==> src/verilog/trs_pkg.sv <==
package trs_pkg;

    // ----------------------------------------------------------------
    // Inputs and priorities
    // ----------------------------------------------------------------
    localparam int NUM_LINE = 3;
    localparam int NUM_IN   = NUM_LINE + 1;
    localparam int PRIO_W   = 3;
    localparam int IDX_W    = 2;
    localparam int ADDR_W   = 12;

    // ----------------------------------------------------------------
    // Timing
    // ----------------------------------------------------------------
    localparam int CLK_PERIOD_NS  = 100;
    localparam int TICK_PERIOD_MS = 100;
    localparam int TICK_CYCLES    =
        (TICK_PERIOD_MS * 1000000) / CLK_PERIOD_NS;
    localparam int MINUTE_MS      = 60000;
    localparam int TICKS_PER_MIN  = MINUTE_MS / TICK_PERIOD_MS;
    localparam int WTR_MAX_MIN    = 12;
    localparam int TMR_W          = 13;
    localparam int LINK_PERIOD_NS = 800;
    localparam int LINK_CYCLES    = LINK_PERIOD_NS / CLK_PERIOD_NS;
    localparam int ACT_LIMIT      = 4 * LINK_CYCLES;
    localparam int ACT_W          = 6;

    // ----------------------------------------------------------------
    // Register map
    // ----------------------------------------------------------------
    localparam logic [ADDR_W-1:0] ADDR_CTRL   = 12'h000;
    localparam logic [ADDR_W-1:0] ADDR_PRIO   = 12'h004;
    localparam logic [ADDR_W-1:0] ADDR_WTR    = 12'h008;
    localparam logic [ADDR_W-1:0] ADDR_HOT    = 12'h00c;
    localparam logic [ADDR_W-1:0] ADDR_CMD    = 12'h010;
    localparam logic [ADDR_W-1:0] ADDR_STATUS = 12'h014;

    localparam int CTRL_MODE_LSB = 0;
    localparam int CTRL_SQ_BIT   = 2;
    localparam int CTRL_MON_BIT  = 3;
    localparam int CMD_IDX_LSB   = 4;

    localparam int ST_SEL_LSB    = 0;
    localparam int ST_VALID_BIT  = 2;
    localparam int ST_HOLD_BIT   = 3;
    localparam int ST_LOSS_BIT   = 4;
    localparam int ST_FS_BIT     = 5;
    localparam int ST_MS_BIT     = 6;
    localparam int ST_MODE_LSB   = 8;
    localparam int ST_LOCK_LSB   = 12;
    localparam int ST_UNUS_LSB   = 16;
    localparam int ST_WTR_LSB    = 20;

    localparam logic [1:0] CTRL_MODE_RST = 2'h0;
    localparam logic       CTRL_SQ_RST   = 1'h0;
    localparam logic       CTRL_MON_RST  = 1'h1;
    localparam logic [3:0] WTR_RST       = 4'h5;
    localparam logic [3:0] HOT_RST       = 4'h3;

    // ----------------------------------------------------------------
    // Codes
    // ----------------------------------------------------------------
    localparam logic [2:0] CMD_CLEAR       = 3'h1;
    localparam logic [2:0] CMD_LOCKOUT     = 3'h2;
    localparam logic [2:0] CMD_CLR_LOCKOUT = 3'h3;
    localparam logic [2:0] CMD_FORCED      = 3'h4;
    localparam logic [2:0] CMD_MANUAL      = 3'h5;

    localparam logic [1:0] MODE_FREE   = 2'h0;
    localparam logic [1:0] MODE_LOCKED = 2'h1;
    localparam logic [1:0] MODE_HOLD   = 2'h2;

endpackage

==> src/verilog/trs_fail_timer.sv <==
`timescale 1ns/100ps
`default_nettype none

module trs_fail_timer #(
    parameter int CNT_W = trs_pkg::TMR_W
) (
    input  wire logic             pclk,
    input  wire logic             presetn,
    input  wire logic             tick,
    input  wire logic             raw_fail,
    input  wire logic [3:0]       hold_ticks,
    input  wire logic [CNT_W-1:0] wtr_ticks,
    output logic                  unusable,
    output logic                  restoring
);

    typedef enum logic [1:0] {
        TS_OK,
        TS_HOLD,
        TS_FAIL,
        TS_WTR
    } trs_tmr_st_t;

    typedef struct packed {
        trs_tmr_st_t      st;
        logic [CNT_W-1:0] cnt;
    } trs_tmr_t;

    trs_tmr_t q;
    trs_tmr_t next_q;

    // ----------------------------------------------------------------
    // Hold-off and restore sequencing
    // ----------------------------------------------------------------
    always_comb begin
        next_q = q;
        case (q.st)
            TS_OK: begin
                if (raw_fail) begin
                    if (hold_ticks == 4'h0) begin
                        next_q.st = TS_FAIL;
                    end else begin
                        next_q.st  = TS_HOLD;
                        next_q.cnt = CNT_W'(hold_ticks);
                    end
                end
            end
            TS_HOLD: begin
                // Short glitches never reach selection
                if (!raw_fail) begin
                    next_q.st = TS_OK;
                end else if (tick) begin
                    if (q.cnt <= CNT_W'(1)) begin
                        next_q.st = TS_FAIL;
                    end else begin
                        next_q.cnt = q.cnt - CNT_W'(1);
                    end
                end
            end
            TS_FAIL: begin
                if (!raw_fail) begin
                    if (wtr_ticks == '0) begin
                        next_q.st = TS_OK;
                    end else begin
                        next_q.st  = TS_WTR;
                        next_q.cnt = wtr_ticks;
                    end
                end
            end
            TS_WTR: begin
                if (raw_fail) begin
                    next_q.st = TS_FAIL;
                end else if (tick) begin
                    if (q.cnt <= CNT_W'(1)) begin
                        next_q.st = TS_OK;
                    end else begin
                        next_q.cnt = q.cnt - CNT_W'(1);
                    end
                end
            end
            default: begin
                next_q.st = TS_OK;
            end
        endcase
    end

    always_ff @(posedge pclk or negedge presetn) begin
        if (!presetn) begin
            q <= '{st: TS_OK, cnt: '0};
        end else begin
            q <= next_q;
        end
    end

    assign unusable  = (q.st == TS_FAIL) || (q.st == TS_WTR);
    assign restoring = (q.st == TS_WTR);

endmodule

`default_nettype wire

==> src/verilog/trs_top.sv <==
// What this block does
// - Priority 0 disables an input; 1..K enable it, 1 ranks best, ties allowed.
// - Each selector output carries its own enable set via priorities.
// - Clear drops forced and manual switches, keeps lockouts.
// - Lockout removes an enabled source; several lockouts may coexist.
// - Clear-lockout returns that source to the candidates.
// - Disabling a source by priority drops its lockout.
// - Forced switch to enabled unlocked source overrides all; newest wins.
// - Forced switch drops when its target is disabled or locked out.
// - Forced switch to a failing source clears sel_valid; locked mode then goes holdover.
// - Manual switch needs enabled, unlocked, healthy target; newest wins.
// - Manual switch drops on target disable, lockout or fail.
// - Otherwise pick best-priority healthy unlocked enabled input.
// - New signal fail is delayed by the hold-off time.
// - Cleared fail starts restore wait; source unusable until it ends.
// - Restore wait programmable 0 to 12 minutes in minute steps.
// - New restore wait applies only after the running one expires.
// - External fail is loss of signal; line fail adds loss of frame.
// - Free-run, locked, holdover by command; free-run until timing seen.
// - Locked goes holdover on fail or no timing, returns when clear.
// - Time-base state reported as normal or holdover.
// - Loss of every reference raises a notification.
// - Squelch suppresses reference output while chosen reference fails.
`timescale 1ns/100ps
`default_nettype none

module trs_top #(
    parameter int TICK_CYCLES = trs_pkg::TICK_CYCLES
) (
    input  wire logic                        pclk,
    input  wire logic                        presetn,
    input  wire logic                        psel,
    input  wire logic                        penable,
    input  wire logic                        pwrite,
    input  wire logic [trs_pkg::ADDR_W-1:0]  paddr,
    input  wire logic [31:0]                 pwdata,
    output logic      [31:0]                 prdata,
    output logic                             pready,
    output logic                             pslverr,
    input  wire logic [trs_pkg::NUM_LINE-1:0] line_los,
    input  wire logic [trs_pkg::NUM_LINE-1:0] line_lof,
    input  wire logic                        ext_los,
    input  wire logic                        ext_clk,
    output logic                             ext_ref_out,
    output logic      [trs_pkg::IDX_W-1:0]   sel_ref,
    output logic                             sel_valid,
    output logic                             holdover,
    output logic      [1:0]                  clock_mode,
    output logic                             loss_all_refs,
    output logic                             switch_report
);

    localparam int NI = trs_pkg::NUM_IN;
    localparam int NL = trs_pkg::NUM_LINE;
    localparam int PW = trs_pkg::PRIO_W;
    localparam int IW = trs_pkg::IDX_W;
    localparam int TW = trs_pkg::TMR_W;
    localparam int AW = trs_pkg::ACT_W;
    localparam int TICK_W = $clog2(TICK_CYCLES);

    typedef enum logic [1:0] {
        CS_FREE,
        CS_LOCKED,
        CS_HOLDOVER
    } trs_clk_st_t;

    typedef struct packed {
        logic [1:0]       mode_cmd;
        logic             squelch_en;
        logic             ext_mon;
        logic [NI*PW-1:0] prio;
        logic [3:0]       wtr_min;
        logic [3:0]       hold_off_time;
        logic [TW-1:0]    wtr_live;
        logic [NI-1:0]    lock;
        logic             fs_on;
        logic [IW-1:0]    fs_idx;
        logic             ms_on;
        logic [IW-1:0]    ms_idx;
        logic [NI-1:0]    los_s1;
        logic [NI-1:0]    los_s2;
        logic [NL-1:0]    lof_s1;
        logic [NL-1:0]    lof_s2;
        logic             clk_s1;
        logic             clk_s2;
        logic             clk_s3;
        logic [AW-1:0]    act_cnt;
        logic [TICK_W-1:0] tick_cnt;
        logic             tick;
        trs_clk_st_t      st;
        logic             ever;
        logic [IW-1:0]    sel_idx;
        logic             sel_ok;
        logic             holdover;
        logic [1:0]       mode_out;
        logic             loss_all;
        logic             switch_rpt;
        logic             ref_out;
        logic             pready;
        logic             pslverr;
        logic [31:0]      prdata;
    } trs_top_state_t;

    trs_top_state_t q;
    trs_top_state_t next_q;

    logic [NI-1:0] raw_fail;
    logic [NI-1:0] unus;
    logic [NI-1:0] restoring;
    logic [NI-1:0] en;
    logic [NI-1:0] avail;
    logic          act_ok;

    // ----------------------------------------------------------------
    // Helpers
    // ----------------------------------------------------------------
    function automatic logic [PW-1:0] prio_of(
        input logic [NI*PW-1:0] v,
        input int               i
    );
        return v[i*PW +: PW];
    endfunction

    function automatic logic [NI-1:0] enabled(input logic [NI*PW-1:0] v);
        logic [NI-1:0] e;
        e = '0;
        for (int i = 0; i < NI; i++) begin
            e[i] = (prio_of(v, i) != '0) && (prio_of(v, i) <= PW'(NI));
        end
        return e;
    endfunction

    function automatic logic [TW-1:0] wtr_ticks(input logic [3:0] m);
        int mm;
        mm = (int'(m) > trs_pkg::WTR_MAX_MIN) ? trs_pkg::WTR_MAX_MIN
                                              : int'(m);
        return TW'(mm * trs_pkg::TICKS_PER_MIN);
    endfunction

    // Best priority, lowest index on a tie
    function automatic logic [IW:0] best_of(
        input logic [NI*PW-1:0] v,
        input logic [NI-1:0]    ok
    );
        logic          found;
        logic [IW-1:0] idx;
        logic [PW-1:0] bp;
        found = 1'b0;
        idx   = '0;
        bp    = '1;
        for (int i = 0; i < NI; i++) begin
            if (ok[i] && (!found || prio_of(v, i) < bp)) begin
                found = 1'b1;
                idx   = IW'(i);
                bp    = prio_of(v, i);
            end
        end
        return {found, idx};
    endfunction

    // ----------------------------------------------------------------
    // Fail timers, one per input
    // ----------------------------------------------------------------
    for (genvar gi = 0; gi < NI; gi++) begin : g_tmr
        trs_fail_timer #(
            .CNT_W (TW)
        ) u_tmr (
            .pclk       (pclk),
            .presetn    (presetn),
            .tick       (q.tick),
            .raw_fail   (raw_fail[gi]),
            .hold_ticks (q.hold_off_time),
            .wtr_ticks  (q.wtr_live),
            .unusable   (unus[gi]),
            .restoring  (restoring[gi])
        );
    end

    // ----------------------------------------------------------------
    // Signal fail derivation
    // ----------------------------------------------------------------
    // Dead link clock counts as loss of signal too
    assign act_ok = (q.act_cnt < AW'(trs_pkg::ACT_LIMIT));

    always_comb begin
        raw_fail = '0;
        // Line fail on loss of signal or frame
        for (int i = 0; i < NL; i++) begin
            raw_fail[i] = q.los_s2[i] | q.lof_s2[i];
        end
        // External fail on loss of signal
        raw_fail[NL] = (q.los_s2[NL] | ~act_ok) & q.ext_mon;
    end

    assign en    = enabled(q.prio);
    assign avail = en & ~q.lock & ~unus;

    // ----------------------------------------------------------------
    // Next state
    // ----------------------------------------------------------------
    always_comb begin
        logic          wr;
        logic [2:0]    op;
        logic [IW-1:0] p;
        logic [NI-1:0] en_n;
        logic [IW:0]   best;
        logic [31:0]   rd;
        logic          hit;
        logic          sq;

        next_q = q;
        en_n   = '0;
        best   = '0;
        rd     = '0;
        hit    = 1'b0;
        sq     = 1'b0;
        wr  = psel && penable && q.pready && pwrite;
        op  = pwdata[2:0];
        p   = pwdata[trs_pkg::CMD_IDX_LSB +: IW];

        // Synchronisers
        next_q.los_s1 = {ext_los, line_los};
        next_q.los_s2 = q.los_s1;
        next_q.lof_s1 = line_lof;
        next_q.lof_s2 = q.lof_s1;
        next_q.clk_s1 = ext_clk;
        next_q.clk_s2 = q.clk_s1;
        next_q.clk_s3 = q.clk_s2;

        // Link activity, saturating
        if (q.clk_s2 && !q.clk_s3) begin
            next_q.act_cnt = '0;
        end else if (act_ok) begin
            next_q.act_cnt = q.act_cnt + AW'(1);
        end

        next_q.tick = 1'b0;
        if (q.tick_cnt == TICK_W'(TICK_CYCLES - 1)) begin
            next_q.tick_cnt = '0;
            next_q.tick     = 1'b1;
        end else begin
            next_q.tick_cnt = q.tick_cnt + TICK_W'(1);
        end

        // Configuration writes
        if (wr) begin
            case (paddr)
                trs_pkg::ADDR_CTRL: begin
                    next_q.mode_cmd   = pwdata[trs_pkg::CTRL_MODE_LSB +: 2];
                    next_q.squelch_en = pwdata[trs_pkg::CTRL_SQ_BIT];
                    next_q.ext_mon    = pwdata[trs_pkg::CTRL_MON_BIT];
                end
                trs_pkg::ADDR_PRIO: next_q.prio    = pwdata[NI*PW-1:0];
                trs_pkg::ADDR_WTR:  next_q.wtr_min = pwdata[3:0];
                trs_pkg::ADDR_HOT:  next_q.hold_off_time     = pwdata[3:0];
                default: ;
            endcase
        end

        // Restore time latched only when idle
        if (restoring == '0) begin
            next_q.wtr_live = wtr_ticks(q.wtr_min);
        end

        // Operator commands
        if (wr && paddr == trs_pkg::ADDR_CMD) begin
            case (op)
                trs_pkg::CMD_CLEAR: begin
                    next_q.fs_on = 1'b0;
                    next_q.ms_on = 1'b0;
                end
                trs_pkg::CMD_LOCKOUT: begin
                    if (en[p]) begin
                        next_q.lock[p] = 1'b1;
                    end
                end
                trs_pkg::CMD_CLR_LOCKOUT: next_q.lock[p] = 1'b0;
                trs_pkg::CMD_FORCED: begin
                    if (en[p] && !q.lock[p]) begin
                        next_q.fs_on  = 1'b1;
                        next_q.fs_idx = p;
                    end
                end
                trs_pkg::CMD_MANUAL: begin
                    if (avail[p]) begin
                        next_q.ms_on  = 1'b1;
                        next_q.ms_idx = p;
                    end
                end
                default: ;
            endcase
        end

        en_n        = enabled(next_q.prio);
        next_q.lock = next_q.lock & en_n;
        if (!en_n[next_q.fs_idx] || next_q.lock[next_q.fs_idx]) begin
            next_q.fs_on = 1'b0;
        end
        if (!en_n[next_q.ms_idx] || next_q.lock[next_q.ms_idx]
            || unus[next_q.ms_idx]) begin
            next_q.ms_on = 1'b0;
        end

        // Reference choice
        best = best_of(q.prio, avail);
        if (q.fs_on) begin
            // Failing forced target yields no reference
            next_q.sel_idx = q.fs_idx;
            next_q.sel_ok  = !unus[q.fs_idx];
        end else if (q.ms_on && avail[q.ms_idx]) begin
            next_q.sel_idx = q.ms_idx;
            next_q.sel_ok  = 1'b1;
        end else begin
            next_q.sel_idx = best[IW-1:0];
            next_q.sel_ok  = best[IW];
        end
        next_q.switch_rpt = (next_q.sel_idx != q.sel_idx)
                         || (next_q.sel_ok != q.sel_ok);

        case (q.mode_cmd)
            trs_pkg::MODE_LOCKED: begin
                if (q.sel_ok) begin
                    next_q.st   = CS_LOCKED;
                    next_q.ever = 1'b1;
                end else begin
                    next_q.st = q.ever ? CS_HOLDOVER : CS_FREE;
                end
            end
            // Holdover needs a history to hold
            trs_pkg::MODE_HOLD:
                next_q.st = q.ever ? CS_HOLDOVER : CS_FREE;
            default: next_q.st = CS_FREE;
        endcase
        case (next_q.st)
            CS_LOCKED:   next_q.mode_out = trs_pkg::MODE_LOCKED;
            CS_HOLDOVER: next_q.mode_out = trs_pkg::MODE_HOLD;
            default:     next_q.mode_out = trs_pkg::MODE_FREE;
        endcase
        next_q.holdover = (next_q.st == CS_HOLDOVER);
        next_q.loss_all = &raw_fail;

        sq = q.squelch_en && (!q.sel_ok || raw_fail[q.sel_idx]);
        next_q.ref_out = q.clk_s2 && !sq;

        // APB answer, one cycle after setup
        rd  = '0;
        hit = 1'b1;
        case (paddr)
            trs_pkg::ADDR_CTRL: begin
                rd[trs_pkg::CTRL_MODE_LSB +: 2] = q.mode_cmd;
                rd[trs_pkg::CTRL_SQ_BIT]        = q.squelch_en;
                rd[trs_pkg::CTRL_MON_BIT]       = q.ext_mon;
            end
            trs_pkg::ADDR_PRIO: rd[NI*PW-1:0] = q.prio;
            trs_pkg::ADDR_WTR:  rd[3:0]       = q.wtr_min;
            trs_pkg::ADDR_HOT:  rd[3:0]       = q.hold_off_time;
            trs_pkg::ADDR_CMD:  rd            = '0;
            trs_pkg::ADDR_STATUS: begin
                rd[trs_pkg::ST_SEL_LSB +: IW]  = q.sel_idx;
                rd[trs_pkg::ST_VALID_BIT]      = q.sel_ok;
                rd[trs_pkg::ST_HOLD_BIT]       = q.holdover;
                rd[trs_pkg::ST_LOSS_BIT]       = q.loss_all;
                rd[trs_pkg::ST_FS_BIT]         = q.fs_on;
                rd[trs_pkg::ST_MS_BIT]         = q.ms_on;
                rd[trs_pkg::ST_MODE_LSB +: 2]  = q.mode_out;
                rd[trs_pkg::ST_LOCK_LSB +: NI] = q.lock;
                rd[trs_pkg::ST_UNUS_LSB +: NI] = unus;
                rd[trs_pkg::ST_WTR_LSB +: NI]  = restoring;
            end
            default: hit = 1'b0;
        endcase
        next_q.pready  = psel && !penable;
        next_q.pslverr = psel && !penable && !hit;
        if (psel && !penable) begin
            next_q.prdata = rd;
        end
    end

    // ----------------------------------------------------------------
    // State register
    // ----------------------------------------------------------------
    always_ff @(posedge pclk or negedge presetn) begin
        if (!presetn) begin
            q            <= '0;
            q.mode_cmd   <= trs_pkg::CTRL_MODE_RST;
            q.squelch_en <= trs_pkg::CTRL_SQ_RST;
            q.ext_mon    <= trs_pkg::CTRL_MON_RST;
            q.wtr_min    <= trs_pkg::WTR_RST;
            q.hold_off_time        <= trs_pkg::HOT_RST;
            q.st         <= CS_FREE;
            q.mode_out   <= trs_pkg::MODE_FREE;
            q.act_cnt    <= AW'(trs_pkg::ACT_LIMIT);
        end else begin
            q <= next_q;
        end
    end

    assign prdata        = q.prdata;
    assign pready        = q.pready;
    assign pslverr       = q.pslverr;
    assign ext_ref_out   = q.ref_out;
    assign sel_ref       = q.sel_idx;
    assign sel_valid     = q.sel_ok;
    assign holdover      = q.holdover;
    assign clock_mode    = q.mode_out;
    assign loss_all_refs = q.loss_all;
    assign switch_report = q.switch_rpt;

endmodule

`default_nettype wire

==> config.mk <==
export PLATFORM = sky130hd
export DESIGN_NAME = trs_top
export DESIGN_NICKNAME = d
export VERILOG_FILES = /design/src/verilog/trs_pkg.sv /design/src/verilog/trs_fail_timer.sv /design/src/verilog/trs_top.sv
export SDC_FILE = /design/constraint.sdc
export NUM_CORES = 1
export LEC_CHECK = 0
export CORE_MARGIN = 4
export CORE_UTILIZATION = 30
export DETAILED_ROUTE_END_ITERATION = 8
export DONT_BUFFER_PORTS = 1
export HOLD_SLACK_MARGIN = 0.06
export PLACE_DENSITY = 0.44
export SYNTH_ARGS = -nofsm -noshare
export SYNTH_HDL_FRONTEND = slang
export SYNTH_SLANG_ARGS = --single-unit
==> constraint.sdc <==
create_clock -name pclk -period 9.14 [get_ports pclk]
set_input_delay 1.371 -clock pclk [delete_from_list [all_inputs] [get_ports pclk]]
set_output_delay 1.371 -clock pclk [all_outputs]
set_load 0.05 [all_outputs]
**After elaboration in Yosys (flattened, before gate mapping)**

Index checks and enable logic that the tools add are counted.

- Register bits: 184
- Input bits: 57
- Output and inout port bits: 43

- Reductions and logical operators: 84
- Muxes and demuxes: 119
- $mul: 1
- Bitwise operators: 14
- Add/subtract/negate cells: 6
- Order comparisons: 24
- Equal/unequal tests: 79

Operators by type and width:

| kind | count |
|---|---|
| 15-bit 2-to-1 mux | 16 |
| 15-bit case mux with 4 select lines | 4 |
| 13-bit 2-to-1 mux | 14 |
| 13-bit by 1-bit <= comparator with 1-bit output, second input constant | 4 |
| 13-bit by 1-bit subtractor with 13-bit output, second input constant | 4 |
| 2-bit 2-to-1 mux | 25 |
| 2-bit != test, second input constant | 24 |
| 20-bit 2-to-1 mux | 2 |
| 8-bit AND reduction | 4 |
| 3-bit != test, second input constant | 10 |
| 3-bit nonzero test | 10 |
| 12-bit by 4-bit == test with 1-bit output, second input constant | 2 |
| 12-bit by 5-bit == test with 1-bit output, second input constant | 2 |
| 3-bit <= comparator, second input constant | 8 |
| 12-bit 2-to-1 mux | 2 |
| 3-bit by 2-bit != test with 1-bit output, second input constant | 8 |
| 6-bit AND reduction | 4 |
| 1-bit logical AND | 23 |
| 1-bit binary-select mux with 2-bit select | 11 |
| 1-bit 2-to-1 mux | 22 |
| 3-bit 2-to-1 mux | 7 |
| 20-bit by 1-bit adder with 20-bit output, second input constant | 1 |
| 2-bit == test, second input constant | 10 |
| 20-bit == test, second input constant | 1 |
| other kinds (41) | 109 |

**Longest topological paths before layout**

Gate-level depths: netlist (run 1).

- Depth in word-level cells: 21
- Mapped depth: 27
- Gate-level depth less buffers: 26

**By module**

Synthesis (run 1) repeated with hierarchy kept, for this count alone.

- Cell total of the unflattened synthesis: 1,199
- Area total of the unflattened synthesis: 11,242.0 um2

Modules (own cells, without submodules):

| module | cells an instance | sequential area each (um2) | area an instance (um2) | instances |
|---|---|---|---|---|
| trs_top | 659 | 3,085.5 | 6,567.5 | 1 |
| trs_fail_timer | 135 | 375.4 | 1,168.6 | 4 |

**Worst setup path after synthesis (run 1)**

Ideal clock, no wire load.

- Path kind: register -> register
- From: register q[123] in the netlist's numbering
- To: register q (netlist bit switch_report)
- Cell stages (with the launch flop): 28
- Arrival time: 4.815 ns
- Slack: 4.196 ns
- Period minus slack after synthesis: 4.944 ns
- Cell sequence: dfrtp_1 -> clkbuf_1 -> or3_1 -> nand3_1 -> nor2_1 -> ha_1 -> nand3b_1 -> o21ai_0 -> o21a_1 -> nor2_1 -> nor2_1 -> a21oi_1 -> ha_1 -> a21oi_1 -> a21boi_0 -> a21oi_1 -> a21oi_1 -> nor2_1 -> a21oi_1 -> ha_1 -> a21o_1 -> a21oi_1 -> a31oi_1 -> o211ai_1 -> o21ai_2 -> a211oi_2 -> xnor2_1 -> nand3_1

RTL lines:

| item | line | RTL |
|---|---|---|
| from (decl) | trs_top.sv:104 | `trs_top_state_t q;` |
| from (signal assigned) | trs_top.sv:394 | `q <= next_q;` |

==> flow_summary_export.csv, run 1 <==
group,metric,value,unit
run_status,outcome,"completed",
placed_design,numPortBuffers,0,
critical_path,critical_path.most_common_cell,"a21oi_1",
critical_path,cp.required,9.47,ns
critical_path,critPathKind,"reg2reg",
synth,synth_top_area_share,41.66,%
critical_path,critPathMaxFanout,10,
sta,hold_viol_final,0,
floorplanning,die_y,196.3,um
floorplanning,die_outline_width,196.3,um
critical_path,worst_setup_path_start_kind,"register",
clocking,tritoncts.num_buffers,17,
grt,first_pass_grt_wire_length,47240,um
clocking,cts-htree-levels,4,
detailed_routing,totalWireLength,29930,um
power,power.share.switching,23.59,%
placed_design,dp_hpwl,20570,um
power,total_power,1.788,mW
detailed_routing,wire_per_inst,19.10,um
cells_and_area,post_route_cells_drive_above_1_share,10.52,%
grt,grt_pass1_vias,8002,
placed_design,gpl.final_weighted_congestion,0.7829,
critical_path,slowest_delay,0.50,ns
cells_and_area,finalNonFillerCells,1567,
floorplanning,placeableCoreArea,34710,um2
sta,skew,0.01356,ns
power,power.density,155.8,nW/um2
floorplanning,placement_rows,68,
synth,synth_area_leader_cell,"dfrtp_1",
sta,fin_crit_sh,61.45,%
cells_and_area,seqCellArea,4587,um2
placed_design,placed_cell_count,1535,
grt,antenna_found_initial,0,
grt,grtUsageTotal,15.62,%
critical_path,critical_path.startpoint,"q[123]",
synth,yosys_warnings,0,
power,power.share.combinational,5.3,%
cells_and_area,fin_nets,1188,
detailed_routing,dr_total_vias,8284,
power,power.net_switching,0.4219,mW
critical_path,critical_path.n_buffers_inverters,0,
placed_design,place_area,10810,um2
sta,setup_repair_after_global_routing_missed_its_margin,"no",
detailed_routing,detail_route.vias_per_cell,5.287,
cells_and_area,fill_cells,3590,
synth,synthesis.area,10630,um2
sta,finalSetupViolations,0,
sta,worst-slew-pin-transition,1.086,ns
critical_path,path_delay_family,"compound AO/OA/AOI/OAI gates",
power,internal_power,1.367,mW
floorplanning,fp.dieArea,38520,um2
critical_path,timing.reg2reg.worst_path_depth,25,
clocking,post_cts_repair_timing_setup_buffer_count,0,
detailed_routing,ant_nets,0,
clocking,clk_pin_slew_worst_paths,0.07,ns
synth,netlist-cell-type-count,89,
detailed_routing,drt-pass1-iter-count,5,
critical_path,worst_setup_path_end_kind,"register",
sta,fin_crit,5.617,ns
floorplanning,initial_cell_density_of_the_core,30.63,%
power,ir_drop,0.1335,mV
synth,yosys_register_bits,183,
sta,final-max-slew-violation-count,0,
synth,asyncSetResetFlopFracSynth,100.0,%
sta,final.setup.tns,0,ns
cells_and_area,layout_common_cells,"dfrtp_1, nand2_1, nor2_1",
clocking,cts_repair_resize_count,0,
cells_and_area,finish.instance_area,11480,um2
sta,fmax,178.0,MHz
critical_path,critical_register_to_register_path_endpoint,"switch_report",
critical_path,timing.reg2reg.setup_slack,3.52,ns
synth,synth.avg_cell_area,9.238,um2
detailed_routing,initialDrtViolationCount,665,
hold_path,worst_hold_path_type,"reg2reg",
hold_path,timing.hold.worst_endpoint,"q[77]",
power,clock_power_share,47.6,%
clocking,tritoncts_num_sinks,183,
synth,yosys-top-cells-area,"dfrtp_1, nand2_1, o21ai_0, nor2_1, ha_1",
grt,grt.overflow.total,0,
cells_and_area,antenna-diode-count,0,
flow_run,cap_viol_max_count,0,
power,seq_power_share,47.1,%
clocking,clock_path_buffers,2,
critical_path,worst-endpoint-arrival,5.95,ns
synth,synth_edf_count,0,
critical_path,worstReg2RegStart,"q[123]",
cells_and_area,multiInputGateArea,5421,um2
hold_path,timing.hold.worst.start,"next_q[77]",
clocking,clock_latency_late_sink,0.45,ns
grt,grt_max_degree,184,
floorplanning,top_level_i_o_count,100,
synth,synth_seq_area_share,43.14,%
sta,relative_slew_slack,27.06,%
cells_and_area,layout-area-overhead-vs-synth,7.943,%
hold_path,hold_depth,0,
critical_path,critical_path.slowest_cell,"dfrtp_1",
cells_and_area,layout.cells.most_common,"dfrtp_1",
detailed_routing,drc,0,
clocking,cts_hold_buf,0,
power,cellLeakagePower,5.013,nW
clocking,clk_root_buffer_cell,"clkbuf_16",
clocking,tritoncts,"done",
synth,postSynthCellCount,1151,
synth,synth-main-ff-cell,"dfrtp_1",
## how the worst max path moves through the flow
stage               endpoint  cells after the start
2_1_floorplan  switch_report                     27
3_3_place_gp   switch_report                     25
3_5_place_dp   switch_report                     25
4_1_cts        switch_report                     25
5_1_grt        switch_report                     26
6_report       switch_report                     25
## cell usage after synthesis, types with 4 or more instances
master	count
dfrtp_1	177
nand2_1	115
nor2_1	106
o21ai_0	84
a21oi_1	74
inv_1	44
nor3_1	42
clkbuf_1	40
buf_4	37
nand3_1	32
ha_1	31
mux2_2	28
a31oi_1	21
xnor2_1	20
mux2i_1	17
nor4_1	16
xor2_1	14
a22oi_1	13
and3_1	13
nand2b_1	13
o21ai_1	12
nor2b_1	11
a32oi_1	10
o21a_1	10
or3_1	9
o22ai_1	8
a211oi_1	7
a21o_1	7
mux4_2	7
buf_2	6
dfstp_2	6
nand4_1	6
a221o_1	5
and2_1	5
nor4_2	5
or2_2	5
a221oi_1	4
nand3b_1	4
nor3b_1	4
o2111ai_1	4
o22a_1	4
o31ai_1	4
## cells by family (layout without fill, tap and decap cells)
family	after synthesis	after routing	synth area share, %
mux	54	54	6.295
other cells	1	8	0.03527
buf+inv	132	86	6.248
simple gates	409	409	19.15
xor+xnor	34	34	2.801
flops	183	183	43.14
compound gates	306	306	18.50
fa+ha+maj	32	32	3.836
## through the flow
stage | worst slack [ns] | hold slack, ns | utilization (%)
3_5_place_dp | 3.624 | 0.3347 | 31.15
6_report | 3.523 | 0.3479 | 33.06
2_1_floorplan | 4.196 | 0.3312 | -
4_1_cts | 3.573 | 0.3510 | 33.06
5_1_grt | 3.003 | 0.3603 | 33.06
3_3_place_gp | 3.621 | 0.3352 | 31.15
## worst register-to-register path, cell delays in order (launching register included)
cell and delay (ns):
dfrtp_1 0.50, or3_1 0.43, nand3_1 0.23, nor2_1 0.11, ha_1 0.33, nand2_1 0.07, o21ai_0 0.37, o21a_1 0.27
nor2_1 0.10, a21oi_1 0.23, ha_1 0.28, a21oi_1 0.28, a21boi_0 0.35, a21oi_1 0.10, a21oi_1 0.20, nor2_1 0.07
a21oi_1 0.14, ha_1 0.26, a21o_1 0.16, a21oi_1 0.14, a31oi_1 0.05, o211ai_1 0.20, o21ai_2 0.11, a211oi_2 0.29
xnor2_1 0.15, nand3_1 0.09
## per-layer routing
layer  vias up  GRT usage (%)  wire length [um]
met5         -              0                 0
met4         0          4.189               469
met3        26          3.572              1428
met2       174          23.34             13170
met1      4069          22.75             14860
li1       4015              -                 -
## registers in the layout, indices dropped and copies added (netlist names), 2 cells and up
name / flops
g_tmr.u_tmr.q: 60
prdata: 24
sel_ref: 2
next_q: 9
q: 80
## power by group through the flow
| stage | logic (mW) | registers (mW) | clock network, mW |
|---|---|---|---|
| global route | 0.106 | 0.845 | 0.909 |
| CTS | 0.0948 | 0.843 | 0.880 |
| detailed placement | 0.0947 | 0.859 | 0 |
| floorplan | 0.0843 | 0.852 | 0 |
| global placement | 0.0937 | 0.859 | 0 |
| finish | 0.0947 | 0.843 | 0.851 |
## final cells by class
type / instances / area share, %
timing repair buffer: 9 / 0.5887
tap: 455 / 4.960
sequential: 183 / 39.96
multi-input combinational: 843 / 47.24
inverter: 45 / 1.472
clock inverter: 11 / 1.679
clock buffer: 21 / 4.099
Note: power is estimated with default switching activity, not from simulation.
==> run 2: changes to the inputs <==
clock period = 5.4 ns   (was 9.14 ns; I/O delays follow)
==> run 2 against run 1 <==
Net effect: worst setup slack got worse by 3.0 ns; flip-flop and latch count did not move; hold slack got worse by 0.14 ns; power rose by 59%; sequential power rose by 70%; highest routed layer unchanged.
==> flow_summary_export.csv, run 2 (synthesis results as in run 1) <==
group,metric,value,unit
run_status,outcome,"completed",
grt,first_pass_grt_wire_length,48430,um
cells_and_area,top_register,"q",
sta,final.setup.tns,0,ns
cells_and_area,fin_nets,1197,
grt,antenna_found_initial,0,
detailed_routing,ant_nets,0,
cells_and_area,layout_common_cells,"dfrtp_1, nand2_1, nor2_1",
grt,grt_max_degree,104,
detailed_routing,initialDrtViolationCount,645,
clocking,clk_pin_slew_worst_paths,0.07,ns
placed_design,dp_hpwl,20790,um
critical_path,critPathKind,"reg2reg",
clocking,tritoncts,"done",
clocking,clock_path_buffers,2,
cells_and_area,antenna-diode-count,0,
power,cellLeakagePower,5.014,nW
floorplanning,fp.dieArea,38520,um2
power,ir_drop,0.2362,mV
grt,grtUsageTotal,15.95,%
detailed_routing,drc,0,
placed_design,placed_cell_count,1542,
sta,hold_viol_final,0,
placed_design,numPortBuffers,0,
cells_and_area,finalNonFillerCells,1576,
cells_and_area,layout.cells.most_common,"dfrtp_1",
cells_and_area,largest_register_ffs,80,
detailed_routing,drt-pass1-iter-count,5,
detailed_routing,dr_total_vias,8353,
critical_path,worst_setup_path_end_kind,"register",
clocking,cts-htree-levels,4,
cells_and_area,layout-area-overhead-vs-synth,8.025,%
clocking,post_cts_repair_timing_setup_buffer_count,0,
power,power.density,247.8,nW/um2
clocking,clock_latency_late_sink,0.45,ns
placed_design,gpl.final_weighted_congestion,0.8357,
sta,setup_repair_after_global_routing_missed_its_margin,"no",
critical_path,critPathMaxFanout,7,
clocking,tritoncts_num_sinks,183,
sta,skew,0.01299,ns
floorplanning,top_level_i_o_count,100,
sta,final-max-slew-violation-count,0,
sta,finalSetupViolations,0,
hold_path,worst_hold_path_type,"in2async",
floorplanning,placement_rows,68,
flow_run,cap_viol_max_count,0,
sta,fmax,203.4,MHz
floorplanning,die_outline_width,196.3,um
sta,fin_crit,4.916,ns
detailed_routing,detail_route.vias_per_cell,5.300,
clocking,tritoncts.num_buffers,17,
clocking,clk_root_buffer_cell,"clkbuf_16",
sta,relative_slew_slack,32.04,%
cells_and_area,fill_cells,3589,
floorplanning,placeableCoreArea,34710,um2
grt,grt_pass1_vias,8237,
sta,fin_crit_sh,91.04,%
detailed_routing,wire_per_inst,19.22,um
detailed_routing,totalWireLength,30290,um
sta,worst-slew-pin-transition,1.019,ns
floorplanning,die_y,196.3,um
critical_path,worst-endpoint-arrival,5.25,ns
cells_and_area,post_route_cells_drive_above_1_share,11.33,%
critical_path,worst_setup_path_start_kind,"register",
critical_path,cp.required,5.73,ns
grt,grt.overflow.total,0,
floorplanning,initial_cell_density_of_the_core,30.63,%
==> run 2: through the flow <==
stage	util (%)	power, mW	hold WS [ns]	setup slack (ns)	cell area [um2]
global route	33.09	2.968	0.1759	0.009200	11490
global placement	31.30	1.612	0.3335	0.3492	10870
CTS	33.06	2.888	0.1748	0.2855	11480
finish	33.09	2.846	0.2029	0.4836	11490
detailed placement	31.30	1.613	0.3358	0.3199	10870
floorplan	-	1.584	0.3312	0.4561	10660
==> run 2: per-layer routing <==
layer	GRT usage, %	wire length [um]	part of all wire [%]
met5	0	0	0
met2	24.71	13690	45
met3	2.834	1362	4.5
met1	22.81	14700	49
met4	4.706	535	1.8
==> run 2: worst paths after layout <==
check	cells after the start	slack (ns)	endpoint	startpoint
setup / recovery	25	0.48	switch_report	q[121]
hold / removal	0	0.20	q[117]	presetn
setup reg to reg	25	0.48	switch_report	q[121]
hold reg to reg	0	0.35	q[82]	next_q[82]
max in group asynchronous	1	4.68	q[120]	presetn
min in group pclk	0	0.35	q[82]	next_q[82]
==> run 2: what timing repair did <==
| action | 4_1_cts | 5_1_grt |
|---|---|---|
| endpoints found under the hold margin | 103 | 0 |
| hold buffers | 2 | 0 |
| endpoints found under the setup margin | 0 | 2 |
| resized for setup | 0 | 5 |
==> run 2: cell type report <==
type,instances,area [um2],area share [%]
inverter,45,168.9,1.471
sequential,183,4587,39.93
timing repair buffer,18,175.2,1.525
clock buffer,20,436.7,3.802
tap,455,569.3,4.956
clock inverter,12,118.9,1.035
multi-input combinational,843,5430,47.28
==> run 2: power by group <==
group / switching (mW) / internal (mW)
clock: 0.587 / 0.642
combinational: 0.130 / 0.0609
sequential: 0.0300 / 1.40
==> run 2: worst max-delay path: stages, from the launching register on <==
cell       delay, ns
dfrtp_1         0.46
or3_1           0.35
nand3_1         0.13
nor2_2          0.06
ha_1            0.30
a41o_1          0.23
o21a_1          0.23
nor2_2          0.15
nor2_1          0.06
a21oi_1         0.19
ha_1            0.29
a21oi_1         0.20
buf_4           0.15
o2111ai_1       0.16
a21oi_1         0.21
nor2_1          0.07
a21oi_1         0.13
ha_1            0.26
a21o_1          0.16
a21oi_1         0.13
a31oi_1         0.05
o211ai_1        0.19
o21ai_2         0.11
a211oi_2        0.28
xnor2_1         0.15
nand3_1         0.09
